--- src/rtl/rcjs_defs.vh ---
// Summary of operation
// - control bit 7 switches rate converter on
// - control bit 6 set disables automatic rate detection
// - ratio bit 7 picks inferred or manual rate
// - source bit 6 picks primary or secondary port
// - numerator code maps 0 auto,1-4,6; 5,7 banned
// - denominator code maps 0 auto,1-4,6; 5,7 banned
// - pulse rate 0.5, 1, 7.5, 15 Hz
// - pulse high time 4 ms or 32 ms
// - headphone tick 1, 2, 4 ms; code 3 banned
// - threshold bit picks hook and microphone limits
// - four 8-bit registers 0x17-0x1A reset 0x00
// - coupling bit 3: 0 AC, 1 DC
// - headset sensing runs only when enable set
`ifndef RCJS_DEFS_VH
`define RCJS_DEFS_VH

// clock
`define RCJS_CLK_NS         100
`define RCJS_CYC_PER_US     (1000 / `RCJS_CLK_NS)

// register offsets
`define RCJS_ADDR_CTRL      8'h17
`define RCJS_ADDR_RATIO     8'h18
`define RCJS_ADDR_TIMING    8'h19
`define RCJS_ADDR_THRESH    8'h1A
`define RCJS_RESET_VAL      8'h00

// writable bit masks, reserved read-only bits read zero
`define RCJS_WMASK_CTRL     8'hC0
`define RCJS_WMASK_RATIO    8'hFF
`define RCJS_WMASK_TIMING   8'hFF
`define RCJS_WMASK_THRESH   8'hFE

// field positions
`define RCJS_BIT_CONV_ON    7
`define RCJS_BIT_AUTO_OFF   6
`define RCJS_BIT_MANUAL     7
`define RCJS_BIT_SOURCE     6
`define RCJS_NUM_HI         5
`define RCJS_NUM_LO         3
`define RCJS_DEN_HI         2
`define RCJS_DEN_LO         0
`define RCJS_RATE_HI        7
`define RCJS_RATE_LO        6
`define RCJS_BIT_HIGHTIME   5
`define RCJS_TICK_HI        2
`define RCJS_TICK_LO        1
`define RCJS_BIT_HOOKSEL    6
`define RCJS_BIT_COUPLING   3
`define RCJS_BIT_SENSE_ON   1

// ratio codes
`define RCJS_RATIO_AUTO     3'h0
`define RCJS_RATIO_SIX      3'h6
`define RCJS_RATIO_RES5     3'h5
`define RCJS_RATIO_RES7     3'h7

// codes of the timing fields
`define RCJS_RATE_0P5HZ     2'h0
`define RCJS_RATE_1HZ       2'h1
`define RCJS_RATE_7P5HZ     2'h2
`define RCJS_TICK_1MS       2'h0
`define RCJS_TICK_2MS       2'h1
`define RCJS_TICK_4MS       2'h2
`define RCJS_TICK_RES       2'h3

// times in microseconds
`define RCJS_T_0P5HZ_US     2000000
`define RCJS_T_1HZ_US       1000000
`define RCJS_T_7P5HZ_US     133333
`define RCJS_T_15HZ_US      66666
`define RCJS_T_HIGH4_US     4000
`define RCJS_T_HIGH32_US    32000
`define RCJS_T_TICK1_US     1000
`define RCJS_T_TICK2_US     2000
`define RCJS_T_TICK4_US     4000

// cycle counts derived from the clock
`define RCJS_CYC_0P5HZ      (`RCJS_T_0P5HZ_US * `RCJS_CYC_PER_US)
`define RCJS_CYC_1HZ        (`RCJS_T_1HZ_US * `RCJS_CYC_PER_US)
`define RCJS_CYC_7P5HZ      (`RCJS_T_7P5HZ_US * `RCJS_CYC_PER_US)
`define RCJS_CYC_15HZ       (`RCJS_T_15HZ_US * `RCJS_CYC_PER_US)
`define RCJS_CYC_HIGH4      (`RCJS_T_HIGH4_US * `RCJS_CYC_PER_US)
`define RCJS_CYC_HIGH32     (`RCJS_T_HIGH32_US * `RCJS_CYC_PER_US)
`define RCJS_CYC_TICK1      (`RCJS_T_TICK1_US * `RCJS_CYC_PER_US)
`define RCJS_CYC_TICK2      (`RCJS_T_TICK2_US * `RCJS_CYC_PER_US)
`define RCJS_CYC_TICK4      (`RCJS_T_TICK4_US * `RCJS_CYC_PER_US)
`define RCJS_CNT_W          25

// impedance limits in ohms
`define RCJS_OHM_W          11
`define RCJS_MIC_800        11'h320
`define RCJS_MIC_1350       11'h546
`define RCJS_MIC_1750       11'h6D6
`define RCJS_HOOK_320       11'h140
`define RCJS_HOOK_150       11'h096
`define RCJS_HOOK_680       11'h2A8

`endif

--- src/rtl/rcjs_tick_gen.v ---
`timescale 1ns/1ns
`include "rcjs_defs.vh"

module rcjs_tick_gen (
	// clock and reset
	input  wire                   ref_clk_i,
	input  wire                   rst_i,
	// control
	input  wire                   run_i,
	input  wire [`RCJS_CNT_W-1:0] period_i,
	// output
	output reg                    tick_o
);

	reg [`RCJS_CNT_W-1:0] cnt_r;

	// counts period_i cycles, then a one-cycle tick; stopped when not running
	always @(posedge ref_clk_i or posedge rst_i) begin
		if (rst_i) begin
			cnt_r  <= {`RCJS_CNT_W{1'b0}};
			tick_o <= 1'b0;
		end else if (!run_i) begin
			cnt_r  <= {`RCJS_CNT_W{1'b0}};
			tick_o <= 1'b0;
		end else if (cnt_r >= period_i - {{(`RCJS_CNT_W-1){1'b0}}, 1'b1}) begin
			cnt_r  <= {`RCJS_CNT_W{1'b0}};  // >= copes with a shortened period
			tick_o <= 1'b1;
		end else begin
			cnt_r  <= cnt_r + {{(`RCJS_CNT_W-1){1'b0}}, 1'b1};
			tick_o <= 1'b0;
		end
	end

endmodule // rcjs_tick_gen

--- src/rtl/rcjs_cfg_top.v ---
`timescale 1ns/1ns
`include "rcjs_defs.vh"

module rcjs_cfg_top #(
	parameter [`RCJS_CNT_W-1:0] PER_0P5HZ_CYC = `RCJS_CYC_0P5HZ,
	parameter [`RCJS_CNT_W-1:0] PER_1HZ_CYC   = `RCJS_CYC_1HZ,
	parameter [`RCJS_CNT_W-1:0] PER_7P5HZ_CYC = `RCJS_CYC_7P5HZ,
	parameter [`RCJS_CNT_W-1:0] PER_15HZ_CYC  = `RCJS_CYC_15HZ,
	parameter [`RCJS_CNT_W-1:0] HIGH4_CYC     = `RCJS_CYC_HIGH4,
	parameter [`RCJS_CNT_W-1:0] HIGH32_CYC    = `RCJS_CYC_HIGH32,
	parameter [`RCJS_CNT_W-1:0] TICK1_CYC     = `RCJS_CYC_TICK1,
	parameter [`RCJS_CNT_W-1:0] TICK2_CYC     = `RCJS_CYC_TICK2,
	parameter [`RCJS_CNT_W-1:0] TICK4_CYC     = `RCJS_CYC_TICK4
) (
	// clock and reset
	input  wire                   ref_clk_i,
	input  wire                   rst_i,
	// register access from the control port
	input  wire                   reg_wr_i,
	input  wire                   reg_rd_i,
	input  wire [7:0]             reg_addr_i,
	input  wire [7:0]             reg_wdata_i,
	output reg  [7:0]             reg_rdata_o,
	output reg                    reg_hit_o,
	// rate converter controls
	output reg                    rate_converter_on_o,
	output reg                    rate_autodetect_on_o,
	output reg                    main_rate_manual_o,
	output reg                    main_rate_source_o,
	output reg  [2:0]             ratio_num_o,
	output reg  [2:0]             ratio_den_o,
	// headset and headphone sensing
	output reg                    headset_sense_on_o,
	output reg                    sense_pulse_o,
	output wire                   headphone_sense_tick_o,
	output reg                    headphone_coupling_kind_o,
	output reg  [`RCJS_OHM_W-1:0] mic_min_ohm_o,
	output reg  [`RCJS_OHM_W-1:0] hook_max_ohm_o
);

	// register bank
	reg [7:0] ctrl_r;
	reg [7:0] ratio_r;
	reg [7:0] timing_r;
	reg [7:0] thresh_r;

	// sensing timers
	reg  [`RCJS_CNT_W-1:0] pulse_per_nxt;
	reg  [`RCJS_CNT_W-1:0] high_cyc_nxt;
	reg  [`RCJS_CNT_W-1:0] tick_per_nxt;
	reg  [`RCJS_CNT_W-1:0] high_cnt_r;
	wire                   pulse_start;
	wire                   tick_run;
	wire                   sense_on;
	wire [1:0]             tick_code;
	// read path
	reg  [7:0]             rdata_nxt;

	// ratio code to value; reserved codes fall back to automatic inference
	function [2:0] rcjs_ratio_val;
		input [2:0] code;
		begin
			if (code == `RCJS_RATIO_RES5 || code == `RCJS_RATIO_RES7)
				rcjs_ratio_val = `RCJS_RATIO_AUTO;
			else
				rcjs_ratio_val = code;
		end
	endfunction

	// merge written bits under the writable mask
	function [7:0] rcjs_merge;
		input [7:0] old_val;
		input [7:0] wdata;
		input [7:0] wmask;
		begin
			rcjs_merge = (old_val & ~wmask) | (wdata & wmask);
		end
	endfunction

	// true for the four addresses of this bank
	function rcjs_in_bank;
		input [7:0] addr;
		begin
			rcjs_in_bank = (addr >= `RCJS_ADDR_CTRL) && (addr <= `RCJS_ADDR_THRESH);
		end
	endfunction

	// headphone tick code check; the reserved code has no period
	function rcjs_tick_ok;
		input [1:0] code;
		begin
			rcjs_tick_ok = (code != `RCJS_TICK_RES);
		end
	endfunction

	// true on the last cycle of a span of len cycles
	function rcjs_span_done;
		input [`RCJS_CNT_W-1:0] cnt;
		input [`RCJS_CNT_W-1:0] len;
		begin
			rcjs_span_done = (cnt >= len - {{(`RCJS_CNT_W-1){1'b0}}, 1'b1});
		end
	endfunction

	assign sense_on = thresh_r[`RCJS_BIT_SENSE_ON];
	assign tick_code = timing_r[`RCJS_TICK_HI:`RCJS_TICK_LO];

	// register writes; all four come out of reset at zero
	always @(posedge ref_clk_i or posedge rst_i) begin
		if (rst_i) begin
			ctrl_r   <= `RCJS_RESET_VAL;
			ratio_r  <= `RCJS_RESET_VAL;
			timing_r <= `RCJS_RESET_VAL;
			thresh_r <= `RCJS_RESET_VAL;
		end else if (reg_wr_i) begin
			case (reg_addr_i)
				`RCJS_ADDR_CTRL: begin
					ctrl_r <= rcjs_merge(ctrl_r, reg_wdata_i, `RCJS_WMASK_CTRL);
				end
				`RCJS_ADDR_RATIO: begin
					ratio_r <= rcjs_merge(ratio_r, reg_wdata_i, `RCJS_WMASK_RATIO);
				end
				`RCJS_ADDR_TIMING: begin
					timing_r <= rcjs_merge(timing_r, reg_wdata_i, `RCJS_WMASK_TIMING);
				end
				`RCJS_ADDR_THRESH: begin
					thresh_r <= rcjs_merge(thresh_r, reg_wdata_i, `RCJS_WMASK_THRESH);
				end
				default: begin
					ctrl_r <= ctrl_r; // unmapped writes are dropped
				end
			endcase
		end
	end

	// read multiplexer; unmapped addresses give zero
	always @* begin
		rdata_nxt = `RCJS_RESET_VAL;
		case (reg_addr_i)
			`RCJS_ADDR_CTRL: begin
				rdata_nxt = ctrl_r;
			end
			`RCJS_ADDR_RATIO: begin
				rdata_nxt = ratio_r;
			end
			`RCJS_ADDR_TIMING: begin
				rdata_nxt = timing_r;
			end
			`RCJS_ADDR_THRESH: begin
				rdata_nxt = thresh_r;
			end
			default: begin
				rdata_nxt = `RCJS_RESET_VAL;
			end
		endcase
	end

	// read data and hit are registered and held until the next read
	always @(posedge ref_clk_i or posedge rst_i) begin
		if (rst_i) begin
			reg_rdata_o <= `RCJS_RESET_VAL;
			reg_hit_o   <= 1'b0;
		end else if (reg_rd_i) begin
			reg_rdata_o <= rdata_nxt;
			reg_hit_o   <= rcjs_in_bank(reg_addr_i);
		end
	end

	// rate converter enables and rate source from the registers
	always @(posedge ref_clk_i or posedge rst_i) begin
		if (rst_i) begin
			rate_converter_on_o  <= 1'b0;
			rate_autodetect_on_o <= 1'b1;
			main_rate_manual_o   <= 1'b0;
			main_rate_source_o   <= 1'b0;
		end else begin
			rate_converter_on_o  <= ctrl_r[`RCJS_BIT_CONV_ON];
			rate_autodetect_on_o <= ~ctrl_r[`RCJS_BIT_AUTO_OFF];
			main_rate_manual_o   <= ratio_r[`RCJS_BIT_MANUAL];
			// source only matters in manual mode; inferred rate reports primary
			main_rate_source_o   <= ratio_r[`RCJS_BIT_MANUAL] & ratio_r[`RCJS_BIT_SOURCE];
		end
	end

	// ratio codes decoded; reserved codes fall back to automatic inference
	always @(posedge ref_clk_i or posedge rst_i) begin
		if (rst_i) begin
			ratio_num_o <= `RCJS_RATIO_AUTO;
			ratio_den_o <= `RCJS_RATIO_AUTO;
		end else begin
			ratio_num_o <= rcjs_ratio_val(ratio_r[`RCJS_NUM_HI:`RCJS_NUM_LO]);
			ratio_den_o <= rcjs_ratio_val(ratio_r[`RCJS_DEN_HI:`RCJS_DEN_LO]);
		end
	end

	// pulse repetition period
	always @* begin
		case (timing_r[`RCJS_RATE_HI:`RCJS_RATE_LO])
			`RCJS_RATE_0P5HZ: pulse_per_nxt = PER_0P5HZ_CYC;
			`RCJS_RATE_1HZ:   pulse_per_nxt = PER_1HZ_CYC;
			`RCJS_RATE_7P5HZ: pulse_per_nxt = PER_7P5HZ_CYC;
			default:          pulse_per_nxt = PER_15HZ_CYC;
		endcase
	end

	// pulse high time
	always @* begin
		if (timing_r[`RCJS_BIT_HIGHTIME])
			high_cyc_nxt = HIGH32_CYC;
		else
			high_cyc_nxt = HIGH4_CYC;
	end

	// headphone tick period
	always @* begin
		case (tick_code)
			`RCJS_TICK_1MS: tick_per_nxt = TICK1_CYC;
			`RCJS_TICK_2MS: tick_per_nxt = TICK2_CYC;
			`RCJS_TICK_4MS: tick_per_nxt = TICK4_CYC;
			default:        tick_per_nxt = TICK4_CYC; // reserved code, tick halted below
		endcase
	end

	// reserved tick code stops the headphone tick rather than guess a period
	assign tick_run = sense_on && rcjs_tick_ok(tick_code);

	// pulse repetition timer
	rcjs_tick_gen u_pulse_rate (
		.ref_clk_i (ref_clk_i),
		.rst_i     (rst_i),
		.run_i     (sense_on),
		.period_i  (pulse_per_nxt),
		.tick_o    (pulse_start)
	);

	// headphone sense clock
	rcjs_tick_gen u_hp_tick (
		.ref_clk_i (ref_clk_i),
		.rst_i     (rst_i),
		.run_i     (tick_run),
		.period_i  (tick_per_nxt),
		.tick_o    (headphone_sense_tick_o)
	);

	// detection pulse: high for the selected time after each start
	always @(posedge ref_clk_i or posedge rst_i) begin
		if (rst_i) begin
			sense_pulse_o <= 1'b0;
			high_cnt_r    <= {`RCJS_CNT_W{1'b0}};
		end else if (!sense_on) begin
			sense_pulse_o <= 1'b0;
			high_cnt_r    <= {`RCJS_CNT_W{1'b0}};
		end else if (pulse_start) begin
			sense_pulse_o <= 1'b1;
			high_cnt_r    <= {`RCJS_CNT_W{1'b0}};
		end else if (sense_pulse_o) begin
			if (rcjs_span_done(high_cnt_r, high_cyc_nxt)) begin
				sense_pulse_o <= 1'b0;
				high_cnt_r    <= {`RCJS_CNT_W{1'b0}};
			end else begin
				high_cnt_r    <= high_cnt_r + {{(`RCJS_CNT_W-1){1'b0}}, 1'b1};
			end
		end
	end

	// sensing enable and coupling kind
	always @(posedge ref_clk_i or posedge rst_i) begin
		if (rst_i) begin
			headset_sense_on_o        <= 1'b0;
			headphone_coupling_kind_o <= 1'b0;
		end else begin
			headset_sense_on_o        <= sense_on;
			headphone_coupling_kind_o <= thresh_r[`RCJS_BIT_COUPLING];
		end
	end

	// hook and microphone limits from coupling and threshold choice
	always @(posedge ref_clk_i or posedge rst_i) begin
		if (rst_i) begin
			mic_min_ohm_o  <= `RCJS_MIC_800;
			hook_max_ohm_o <= `RCJS_HOOK_320;
		end else begin
			case ({thresh_r[`RCJS_BIT_COUPLING], thresh_r[`RCJS_BIT_HOOKSEL]})
				2'h0: begin
					mic_min_ohm_o  <= `RCJS_MIC_800;
					hook_max_ohm_o <= `RCJS_HOOK_320;
				end
				2'h1: begin
					mic_min_ohm_o  <= `RCJS_MIC_1350;
					hook_max_ohm_o <= `RCJS_HOOK_680;
				end
				2'h2: begin
					mic_min_ohm_o  <= `RCJS_MIC_800;
					hook_max_ohm_o <= `RCJS_HOOK_150;
				end
				default: begin
					mic_min_ohm_o  <= `RCJS_MIC_1750;
					hook_max_ohm_o <= `RCJS_HOOK_680;
				end
			endcase
		end
	end

endmodule // rcjs_cfg_top

--- config.mk ---
export PLATFORM = sky130hd
export DESIGN_NAME = rcjs_cfg_top
export DESIGN_NICKNAME = d
export VERILOG_FILES = /design/src/rtl/rcjs_tick_gen.v /design/src/rtl/rcjs_cfg_top.v
export VERILOG_INCLUDE_DIRS = /design/src /design/src/rtl
export SDC_FILE = /design/constraint.sdc
export NUM_CORES = 1
export LEC_CHECK = 0
export ABC_AREA = 1
export BUFFER_PORTS_ARGS = -buffer_cell sky130_fd_sc_hd__buf_2
export CORE_MARGIN = 4
export CORE_UTILIZATION = 28
export CTS_CLUSTER_DIAMETER = 50
export DETAILED_ROUTE_END_ITERATION = 12
export GPL_ROUTABILITY_DRIVEN = 0
export HOLD_SLACK_MARGIN = 0.1
export PLACE_DENSITY = 0.41
export SETUP_SLACK_MARGIN = 0.3
export SKIP_CTS_REPAIR_TIMING = 1
export SYNTH_ARGS = -nofsm -noshare
export SYNTH_HDL_FRONTEND = slang
export SYNTH_SLANG_ARGS = --single-unit
--- constraint.sdc ---
create_clock -name ref_clk_i -period 8 [get_ports ref_clk_i]
set_input_delay 0.8 -clock ref_clk_i [delete_from_list [all_inputs] [get_ports ref_clk_i]]
set_output_delay 0.8 -clock ref_clk_i [all_outputs]
set_load 0.05 [all_outputs]
==> results of run 1 <==
==> metrics by stage <==
| stage | instance area [sq um] | hold slack (ns) | std cells | total power, W |
|---|---|---|---|---|
| CTS | 8970 | 0.430 | 1421 | 0.00160 |
| global route | 8970 | 0.446 | 1421 | 0.00164 |
| finish | 8970 | 0.427 | 1422 | 0.00157 |
| global placement | 8400 | 0.405 | 1389 | 0.000825 |
| detailed placement | 8400 | 0.415 | 1389 | 0.000825 |
| floorplan | 7840 | 0.371 | 990 | 0.000794 |
==> power groups by stage <==
| stage | Clock (W) | Sequential, W | Combinational [W] |
|---|---|---|---|
| 2_1_floorplan | 0 | 0.000725 | 0.0000686 |
| 3_3_place_gp | 0 | 0.000710 | 0.000115 |
| 3_5_place_dp | 0 | 0.000710 | 0.000115 |
| 4_1_cts | 0.000784 | 0.000697 | 0.000116 |
| 5_1_grt | 0.000810 | 0.000699 | 0.000127 |
| 6_report | 0.000758 | 0.000697 | 0.000112 |
==> kinds of logic (layout without fill, tap and decap cells) <==
logic type | Yosys count | in the layout | synth area share
AND/OR/NAND/NOR | 511 | 511 | 0.287
buffers and inverters | 152 | 211 | 0.0862
flip-flops | 133 | 133 | 0.428
AO/OA/AOI/OAI | 90 | 90 | 0.0703
adder cells (fa/ha/maj) | 57 | 57 | 0.0915
XOR/XNOR | 32 | 32 | 0.0360
other | 2 | 16 | 0.000964
==> sequential cells by signal (all words and copies together), names as in the netlist, 2 cells and up <==
name,cells
ratio_num_o,3
u_hp_tick.cnt_r,25
ratio_r,8
timing_r,8
mic_min_ohm_o,5
thresh_r,7
reg_rdata_o,8
high_cnt_r,25
u_pulse_rate.cnt_r,25
hook_max_ohm_o,4
ratio_den_o,3
ctrl_r,2
==> layer usage <==
metal  GRT usage  up-vias
li1            -     3217
met1       0.181     2867
met2       0.214       87
met3      0.0249        9
met4      0.0321        0
met5           0        -
==> worst paths after layout <==
path | startpoint | to | slack (ns) | cells past startpoint
max | timing_r[6] | u_pulse_rate.cnt_r[15] | 4.78 | 12
min | ctrl_r[6] | rate_autodetect_on_o | 0.43 | 1
max reg2reg | timing_r[6] | u_pulse_rate.cnt_r[15] | 4.78 | 12
min reg2reg | ctrl_r[6] | rate_autodetect_on_o | 0.43 | 1
max in group asynchronous | rst_i | high_cnt_r[21] | 6.15 | 3
min in group asynchronous | rst_i | u_hp_tick.cnt_r[14] | 0.44 | 2
==> layout make-up <==
| cell class | count | area [sq um] | share of cell area |
|---|---|---|---|
| clock buffer | 17 | 425 | 0.0474 |
| sequential | 133 | 3330 | 0.372 |
| clock inverter | 15 | 139 | 0.0155 |
| timing repair buffer | 61 | 308 | 0.0343 |
| multi-input combinational | 705 | 3850 | 0.429 |
| inverter | 118 | 450 | 0.0502 |
| antenna | 1 | 2.50 | 0.000279 |
| tap | 372 | 465 | 0.0519 |
==> cells in the final DEF (no fill, tap or decap), types with 5 or more instances in the layout <==
master / n
inv_6: 5
nor2_1: 122
xor2_1: 23
inv_1: 114
clkbuf_16: 17
dfrtp_1: 128
conb_1: 15
a21oi_1: 26
nor2_2: 7
nand2_1: 249
o21ai_0: 29
buf_2: 60
o21ai_2: 15
nand3_1: 69
nand4_1: 18
dfstp_2: 5
o21a_1: 5
nor3_1: 21
xnor2_1: 9
ha_1: 57
==> run metrics, run 1 <==
Avg WL per Cell=13.5 microns; Clock Latency Late Sink=0.42 ns; clock buffer depth=2; RSZ-0062 raised after global routing=false; I/O Buffers=60; final core occ=0.330; Flop pwr share=0.445; Synth Instances=977; vias in the first global route=6240; CTS tree=done; Synth Register Bits=133; Synth area leaders=dfrtp_1 (41%), nand2_1 (12%), ha_1 (9.2%); Max IR drop VDD=110 uV; fill count=2966; CP bufs+invs=2; Area Overhead vs Synth=15.1%; sequential share of the synthesized area=0.428; first-pass GRT wire length=32.7 mm; worst hold-check path type=reg2reg; critical path capture point type=register; largest net degree at the start of global routing=74; delay-heaviest family, CP=simple AND/OR/NAND/NOR gates; Tightest Pin Transition=0.985 ns; Post-synth top cells=nand2_1 (249), dfrtp_1 (128), nor2_1 (122); slowest stage delay, CP=0.68 ns; Clk network pwr share=0.484; WP data arrival=3.54 ns; antenna violations before repair=0; fmax=310 MHz; crit path max fanout=23; final WL=19.2 mm; Yosys top cell by area=dfrtp_1; post-route ant nets=0; number of synthesized flops with an enable pin=0; DRC=0; # setup viols final=0; switch share=0.283; HPWL after DPL=13.9 mm; CP Launch Type=register; Cell variety after synth=43; Worst slew margin=0.341; highest metal used=met4; max-slew violation count=0; top_reg_cell synth=dfrtp_1; DR WL met2=8.79 mm; combinational group share of total power=0.072; GRT Util Overall=0.132; Pre-Repair DR Iteration Count=4; most frequent cell after synthesis=nand2_1; min Tclk post-route=3.22 ns; CTS buffer count=17; leakage power=4.44 nW; Worst-path clk slew=0.07 ns; Syn Area/Cell=7.98 sq um; P_sw=0.000444 W; Critical Path, Cell by Cell=inv_1, ha_1, inv_1, ha_1, ha_1, a21oi_1, nor2_1, o21ai_0, nand3_1, nand2_1, nand3_1, nor2_1; met3 wire length=587 microns; pwr/cell area=175 nW/um^2; Max Cap Viol=0; Pint=0.00112 W; FP Rows=60; chip width=175 microns; Crit-path slowest cell=nand3_1; Placement Setup Slack=4.72 ns; core box area=27200 sq um; Met1 Wirelength=9.68 mm; cell mode on critical path=ha_1; Yosys top cell area share=0.411; starting DRC count in detailed routing=267; Via Count=6180; Yosys warnings=0; final setup skew=0.0172 ns; Die Ht=175 microns; Layout Nets=1113; setup TNS=0 ns; fin crit share=0.403; IO Pins=65; vias per inst=4.35; final worst slack=4.78 ns; clock root buffer=clkbuf_16; Starting Density=0.287; H-tree depth=4; grt total ovfl=0; status=completed; area of the mapped netlist=7790 sq um; Total Die Area=30600 sq um; ys async rst share=1.00; share of cells above drive strength 1=0.138; final hold vios=0; critical path class=reg2reg; required time of the critical path=8.32 ns; Sink Count=133
No activity file was read; power rests on OpenSTA's default activity.
==> inputs of run 2 (changes only) <==
==> constraint.sdc (replaced) <==
create_clock -name ref_clk_i -period 3.3 [get_ports ref_clk_i]
set_input_delay 0.33 -clock ref_clk_i [delete_from_list [all_inputs] [get_ports ref_clk_i]]
set_output_delay 0.33 -clock ref_clk_i [all_outputs]
set_load 0.05 [all_outputs]
==> run 2 against run 1 <==
  * Clock-buffer cell count unchanged
  * Fmax is 25% higher
  * Core utilization increased by 0.16 points
  * Critical path depth grew 1
  * Register-to-register slack got worse by 4.1 ns
  * Worst setup slack got worse by 4.1 ns
  * Sequential power is 140% higher
==> run metrics, run 2 (same netlist as run 1, synthesis figures left out) <==
Die Ht=175 microns (unchanged); vias in the first global route=6290 (+0.80%); core box area=27200 sq um (unchanged); antenna violations before repair=0 (unchanged); CP Launch Type=register; Area Overhead vs Synth=15.7%; commonest non-fill, non-tap cell in the layout=nand2_1; setup TNS=0 ns (unchanged); Crit-path slowest cell=dfrtp_1; Layout Nets=1119 (+0.54%); share of cells above drive strength 1=0.143 (+0.00490); cell mode on critical path=ha_1; slowest stage delay, CP=0.44 ns (-0.24 ns); reg2reg end=u_pulse_rate.cnt_r[16]; Clock Latency Late Sink=0.43 ns (about the same); Stages on worst setup path=13 (+1); HPWL after DPL=14.3 mm (+2.8%); Pre-Repair DR Iteration Count=5 (+1); starting DRC count in detailed routing=358 (+34%); r2r startpoint=timing_r[6]; Antenna Cells=0 (-1); Final Hold Slack=0.0750 ns (-0.352 ns); final hold vios=0 (unchanged); RSZ-0062 raised after global routing=false; CTS buffer count=17 (unchanged); fin crit share=0.782 (+0.379); required time of the critical path=3.65 ns (-4.67 ns); final core occ=0.332 (+0.00157); largest net degree at the start of global routing=134 (+81%); chip width=175 microns (unchanged); r2r setup slk=0.72 ns (-4.06 ns); GRT Util Overall=0.135 (+0.00384); status=completed; Finished Layout Cells=1427 (+0.35%); final setup skew=0.0185 ns (+0.00135 ns); first-pass GRT wire length=33.7 mm (+3.1%); final WL=19.7 mm (+2.7%); clock buffer depth=2 (unchanged); WP data arrival=2.93 ns (-0.61 ns); Critical Path, Cell by Cell=inv_1, ha_1, inv_1, ha_1, ha_1, a21oi_1, nor2_1, o21ai_0, nand3_1, nand2_1, nand3_1, buf_4, nor2_1; max-slew violation count=0 (unchanged); delay-heaviest family, CP=adder cells; crit path max fanout=23 (unchanged); clock root buffer=clkbuf_16; grt total ovfl=0 (unchanged); post-route ant nets=0 (unchanged); worst hold-check path type=in2async; Critical Path Source=timing_r[6]; DRC=0 (unchanged); Avg WL per Cell=13.8 microns (+2.4%); critical path capture point type=register; commonest non-fill, non-tap cells in the layout=nand2_1 (249), dfrtp_1 (128), nor2_1 (122); H-tree depth=4 (unchanged); I/O Buffers=60 (unchanged); critical path class=reg2reg; Starting Density=0.287 (unchanged); Via Count=6196 (+0.26%); Max IR drop VDD=295 uV (+170%); Sink Count=133 (unchanged); Total Die Area=30600 sq um (unchanged); CTS tree=done; CP endpoint=u_pulse_rate.cnt_r[16]; FP Rows=60 (unchanged); min Tclk post-route=2.58 ns (-0.641 ns); CP bufs+invs=3 (+1); Register Area=3330 sq um (unchanged); leakage power=4.48 nW (+0.77%); fmax=388 MHz (+25%); pwr/cell area=424 nW/um^2 (+140%); largest registers=high_cnt_r: 25 flops, u_hp_tick.cnt_r: 25 flops, u_pulse_rate.cnt_r: 25 flops; multi-input logic area=3840 sq um (-0.16%); vias per inst=4.34 (about the same); Worst-path clk slew=0.07 ns (about the same); Tightest Pin Transition=0.935 ns (-0.0497 ns); IO Pins=65 (unchanged); Worst R2R Path Depth=13 (+1); # setup viols final=0 (unchanged); Max Cap Viol=0 (unchanged); fill count=2988 (+0.74%); Power Total=0.00382 W (+140%); Worst slew margin=0.376 (+0.0350); Placed Cells=1395 (+0.43%)
run 2: changes by cell type in the layout (fill, tap and decap cells not counted):
cell	delta
inv_6	-2
buf_4	+5
nor3_4	-1
buf_12	+1
inv_8	+1
nor3_2	+1
clkinvlp_4	+1
clkinv_8	-1
clkinv_4	+1
diode_2	-1
run 2: worst register-to-register path, stage by stage, from the launching register on:
cell	delay, ns
dfrtp_1	0.44
inv_1	0.18
ha_1	0.25
inv_1	0.08
ha_1	0.30
ha_1	0.29
a21oi_1	0.13
nor2_1	0.05
o21ai_0	0.14
nand3_1	0.11
nand2_1	0.11
nand3_1	0.08
buf_4	0.23
nor2_1	0.12
run 2: layout make-up:
type,instances,share of cell area
tap,372,0.0516
clock inverter,15,0.0149
multi-input combinational,705,0.426
sequential,133,0.370
clock buffer,17,0.0472
inverter,118,0.0498
timing repair buffer,67,0.0405
run 2: stage by stage:
| step | setup WS [ns] | instance area (sq um) |
|---|---|---|
| after floorplan | 0.981 | 7850 |
| after global placement | 0.799 | 8450 |
| after detailed placement | 0.695 | 8450 |
| after CTS | 0.678 | 9010 |
| after global routing | 0.430 | 9010 |
| final | 0.719 | 9010 |
run 2: where the power goes:
part           total [W]  leakage, nW  switching [W]  internal, W
clock            0.00185        0.274       0.000859     0.000994
combinational   0.000280         2.39       0.000213    0.0000673
sequential       0.00169         1.82      0.0000233      0.00166
run 2: worst min-delay path by stage:
stage                      endpoint  slack (ns)  depth (start not counted)
2_1_floorplan  rate_autodetect_on_o        0.37                          1
3_3_place_gp   rate_autodetect_on_o        0.41                          1
3_5_place_dp   rate_autodetect_on_o        0.41                          1
4_1_cts              reg_rdata_o[0]        0.16                          3
5_1_grt                  ratio_r[0]        0.16                          3
6_report             reg_rdata_o[0]        0.07                          3
run 2: per-layer routing:
| metal | GRT usage | routed length (microns) | vias up | part of all wire |
|---|---|---|---|---|
| met3 | 0.0270 | 648 | 13 | 0.033 |
| met1 | 0.193 | 9880 | 2866 | 0.50 |
| met5 | 0 | 0 | - | 0 |
| li1 | - | - | 3224 | - |
| met4 | 0.0314 | 192 | 0 | 0.0097 |
| met2 | 0.213 | 9010 | 93 | 0.46 |
==> inputs of run 3 (changes only) <==
--- a/config.mk
+++ b/config.mk
@@ -14,7 +14,7 @@
 export DETAILED_ROUTE_END_ITERATION = 12
 export GPL_ROUTABILITY_DRIVEN = 0
 export HOLD_SLACK_MARGIN = 0.1
-export PLACE_DENSITY = 0.41
+export PLACE_DENSITY = 0.43
 export SETUP_SLACK_MARGIN = 0.3
 export SKIP_CTS_REPAIR_TIMING = 1
 export SYNTH_ARGS = -nofsm -noshare
==> constraint.sdc (replaced) <==
create_clock -name ref_clk_i -period 2.1 [get_ports ref_clk_i]
set_input_delay 0.21 -clock ref_clk_i [delete_from_list [all_inputs] [get_ports ref_clk_i]]
set_output_delay 0.21 -clock ref_clk_i [all_outputs]
set_load 0.05 [all_outputs]
==> run 3 against run 2 <==
  * The run now ends with setup timing left
  * Final cell count increased by 2.6%
  * First-iteration DRC count decreased by 9.8%
  * Hold slack improved by 0.022 ns
  * Critical path type unchanged
  * Highest routed layer unchanged
==> run metrics, run 3 (same netlist as run 1, synthesis figures left out) <==
H-tree depth=4 (unchanged); leakage power=4.77 nW (+6.5%); I/O Buffers=60 (unchanged); final worst slack=-0.0773 ns (-0.797 ns); CP endpoint=u_pulse_rate.cnt_r[5]; FP Rows=60 (unchanged); critical path class=reg2reg; post-route ant nets=0 (unchanged); # setup viols final=23 (+23); Worst slew margin=0.638 (+0.262); Pre-Repair DR Iteration Count=4 (-1); met1 usage=0.184 (-0.00881); Layout Nets=1156 (+3.3%); Avg WL per Cell=14.3 microns (+3.3%); min Tclk post-route=2.18 ns (-0.403 ns); Max IR drop VDD=446 uV (+51%); Sink Count=133 (unchanged); Worst-path clk slew=0.06 ns (about the same); required time of the critical path=2.46 ns (-1.19 ns); share of cells above drive strength 1=0.263 (+0.120); Area Overhead vs Synth=28.6%; CP Launch Type=register; Max Cap Viol=0 (unchanged); vias in the first global route=6186 (-1.7%); Crit-path slowest cell=dfrtp_2; Clock Latency Late Sink=0.43 ns (about the same); commonest non-fill, non-tap cell in the layout=nand2_1; Critical Path, Cell by Cell=inv_4, ha_4, inv_4, ha_4, ha_4, a21oi_2, nor2_1, o21ai_1, nand3_2, nand2_2, nand3_4, buf_12, nor2_1; pwr/cell area=633 nW/um^2 (+49%); final WL=20.9 mm (+5.9%); WP data arrival=2.53 ns (-0.40 ns); first-pass GRT wire length=33.3 mm (-1.2%); fill count=2877 (-3.7%); largest registers=high_cnt_r: 25 flops, u_hp_tick.cnt_r: 25 flops, u_pulse_rate.cnt_r: 25 flops; CTS tree=done; reg2reg end=u_pulse_rate.cnt_r[5]; commonest non-fill, non-tap cells in the layout=nand2_1 (235), dfrtp_1 (124), inv_1 (105); RSZ-0062 raised after global routing=true; grt peak-use layer=met2; grt total ovfl=0 (unchanged); Antenna Cells=0 (unchanged); met2 usage=0.223 (+0.00940); final hold vios=0 (unchanged); CP bufs+invs=3 (unchanged); fmax=459 MHz (+19%); fin crit share=1.04 (+0.255); critical path capture point type=register; CTS buffer count=17 (unchanged); crit path max fanout=12 (-48%); Total Die Area=30600 sq um (unchanged); max-slew violation count=0 (unchanged); r2r setup slk=-0.08 ns (-0.80 ns); IO Pins=65 (unchanged); DRC=0 (unchanged); final instance area=10000 sq um (+11%); Placed Area=8740 sq um (+3.4%); core box area=27200 sq um (unchanged); largest net degree at the start of global routing=88 (-34%); GRT Util Overall=0.136 (+0.000146); delay-heaviest family, CP=adder cells; Worst R2R Path Depth=13 (unchanged); Stages on worst setup path=13 (unchanged); vias per inst=4.37 (+0.73%); starting DRC count in detailed routing=323 (-9.8%); Tightest Pin Transition=0.543 ns (-0.392 ns); Via Count=6403 (+3.3%); clock buffer depth=2 (unchanged); worst hold-check path type=in2reg; chip width=175 microns (unchanged); Starting Density=0.287 (unchanged); Power Total=0.00634 W (+66%); status=complete, but fails checks; met3 global-route usage=0.0279 (+0.000865); antenna violations before repair=1 (+1); clock root buffer=clkbuf_16; r2r startpoint=timing_r[6]; failing checks=setup timing; slowest stage delay, CP=0.45 ns (about the same); Die Ht=175 microns (unchanged); final setup skew=0.0134 ns (-0.00515 ns); HPWL after DPL=15.0 mm (+5.2%); cell mode on critical path=ha_4; Critical Path Source=timing_r[6]
-- run 3: cell types whose count changed in the layout (fill, tap and decap cells not counted), sizes merged --
cell	delta
inv	-7
bufinv	+3
nand3	+3
clkbuf	+4
clkinv	+2
buf	+29
clkinvlp	+1
dlygate4sd3	+2
-- run 3: area by class of cell --
class	instances	area, sq um	share of cell area
clock inverters	14	176	0.0176
well taps	372	465	0.0465
multi-input cells	708	4390	0.438
flip-flops and latches	133	3340	0.333
clock buffers	18	439	0.0438
inverters	118	460	0.0460
repair buffers	101	752	0.0751
-- run 3: how the worst min path moves through the flow --
stage              startpoint                  end  slack (ns)  depth (start not counted)
2_1_floorplan        reg_rd_i       reg_rdata_o[0]        0.32                          2
3_3_place_gp            rst_i   u_hp_tick.cnt_r[9]        0.33                          3
3_5_place_dp            rst_i   u_hp_tick.cnt_r[9]        0.33                          3
4_1_cts                 rst_i  u_hp_tick.cnt_r[11]       -0.13                          3
5_1_grt              reg_rd_i       reg_rdata_o[0]        0.11                          3
6_report       reg_wdata_i[4]           ratio_r[4]         0.1                          3
-- run 3: per-stage QoR --
step           TNS, ns  std cells  hold slack (ns)   util  setup WS (ns)
4_1_cts          -2.69       1450           -0.129  0.344         -0.137
2_1_floorplan        0        990            0.320      -         0.0208
5_1_grt          -5.65       1464            0.107  0.369         -0.189
3_5_place_dp     -2.41       1418            0.331  0.322         -0.124
6_report         -1.36       1464           0.0968  0.369        -0.0773
3_3_place_gp    -0.702       1418            0.329  0.322        -0.0414
-- run 3: tightest hold or removal path, cell delays in order --
cell and delay [ns]:
buf_2 0.08, inv_1 0.08, o21ai_2 0.13
-- run 3: power by group --
group | switching, W | leakage [nW] | internal (W) | total [W]
sequential | 0.0000381 | 1.81 | 0.00262 | 0.00266
clock | 0.00124 | 0.297 | 0.00191 | 0.00315
combinational | 0.000366 | 2.66 | 0.000167 | 0.000533
-- run 3: per-layer routing --
layer | wire length (microns) | vias up
met5 | 0 | -
li1 | - | 3310
met4 | 180 | 0
met1 | 10200 | 2984
met3 | 709 | 13
met2 | 9860 | 96
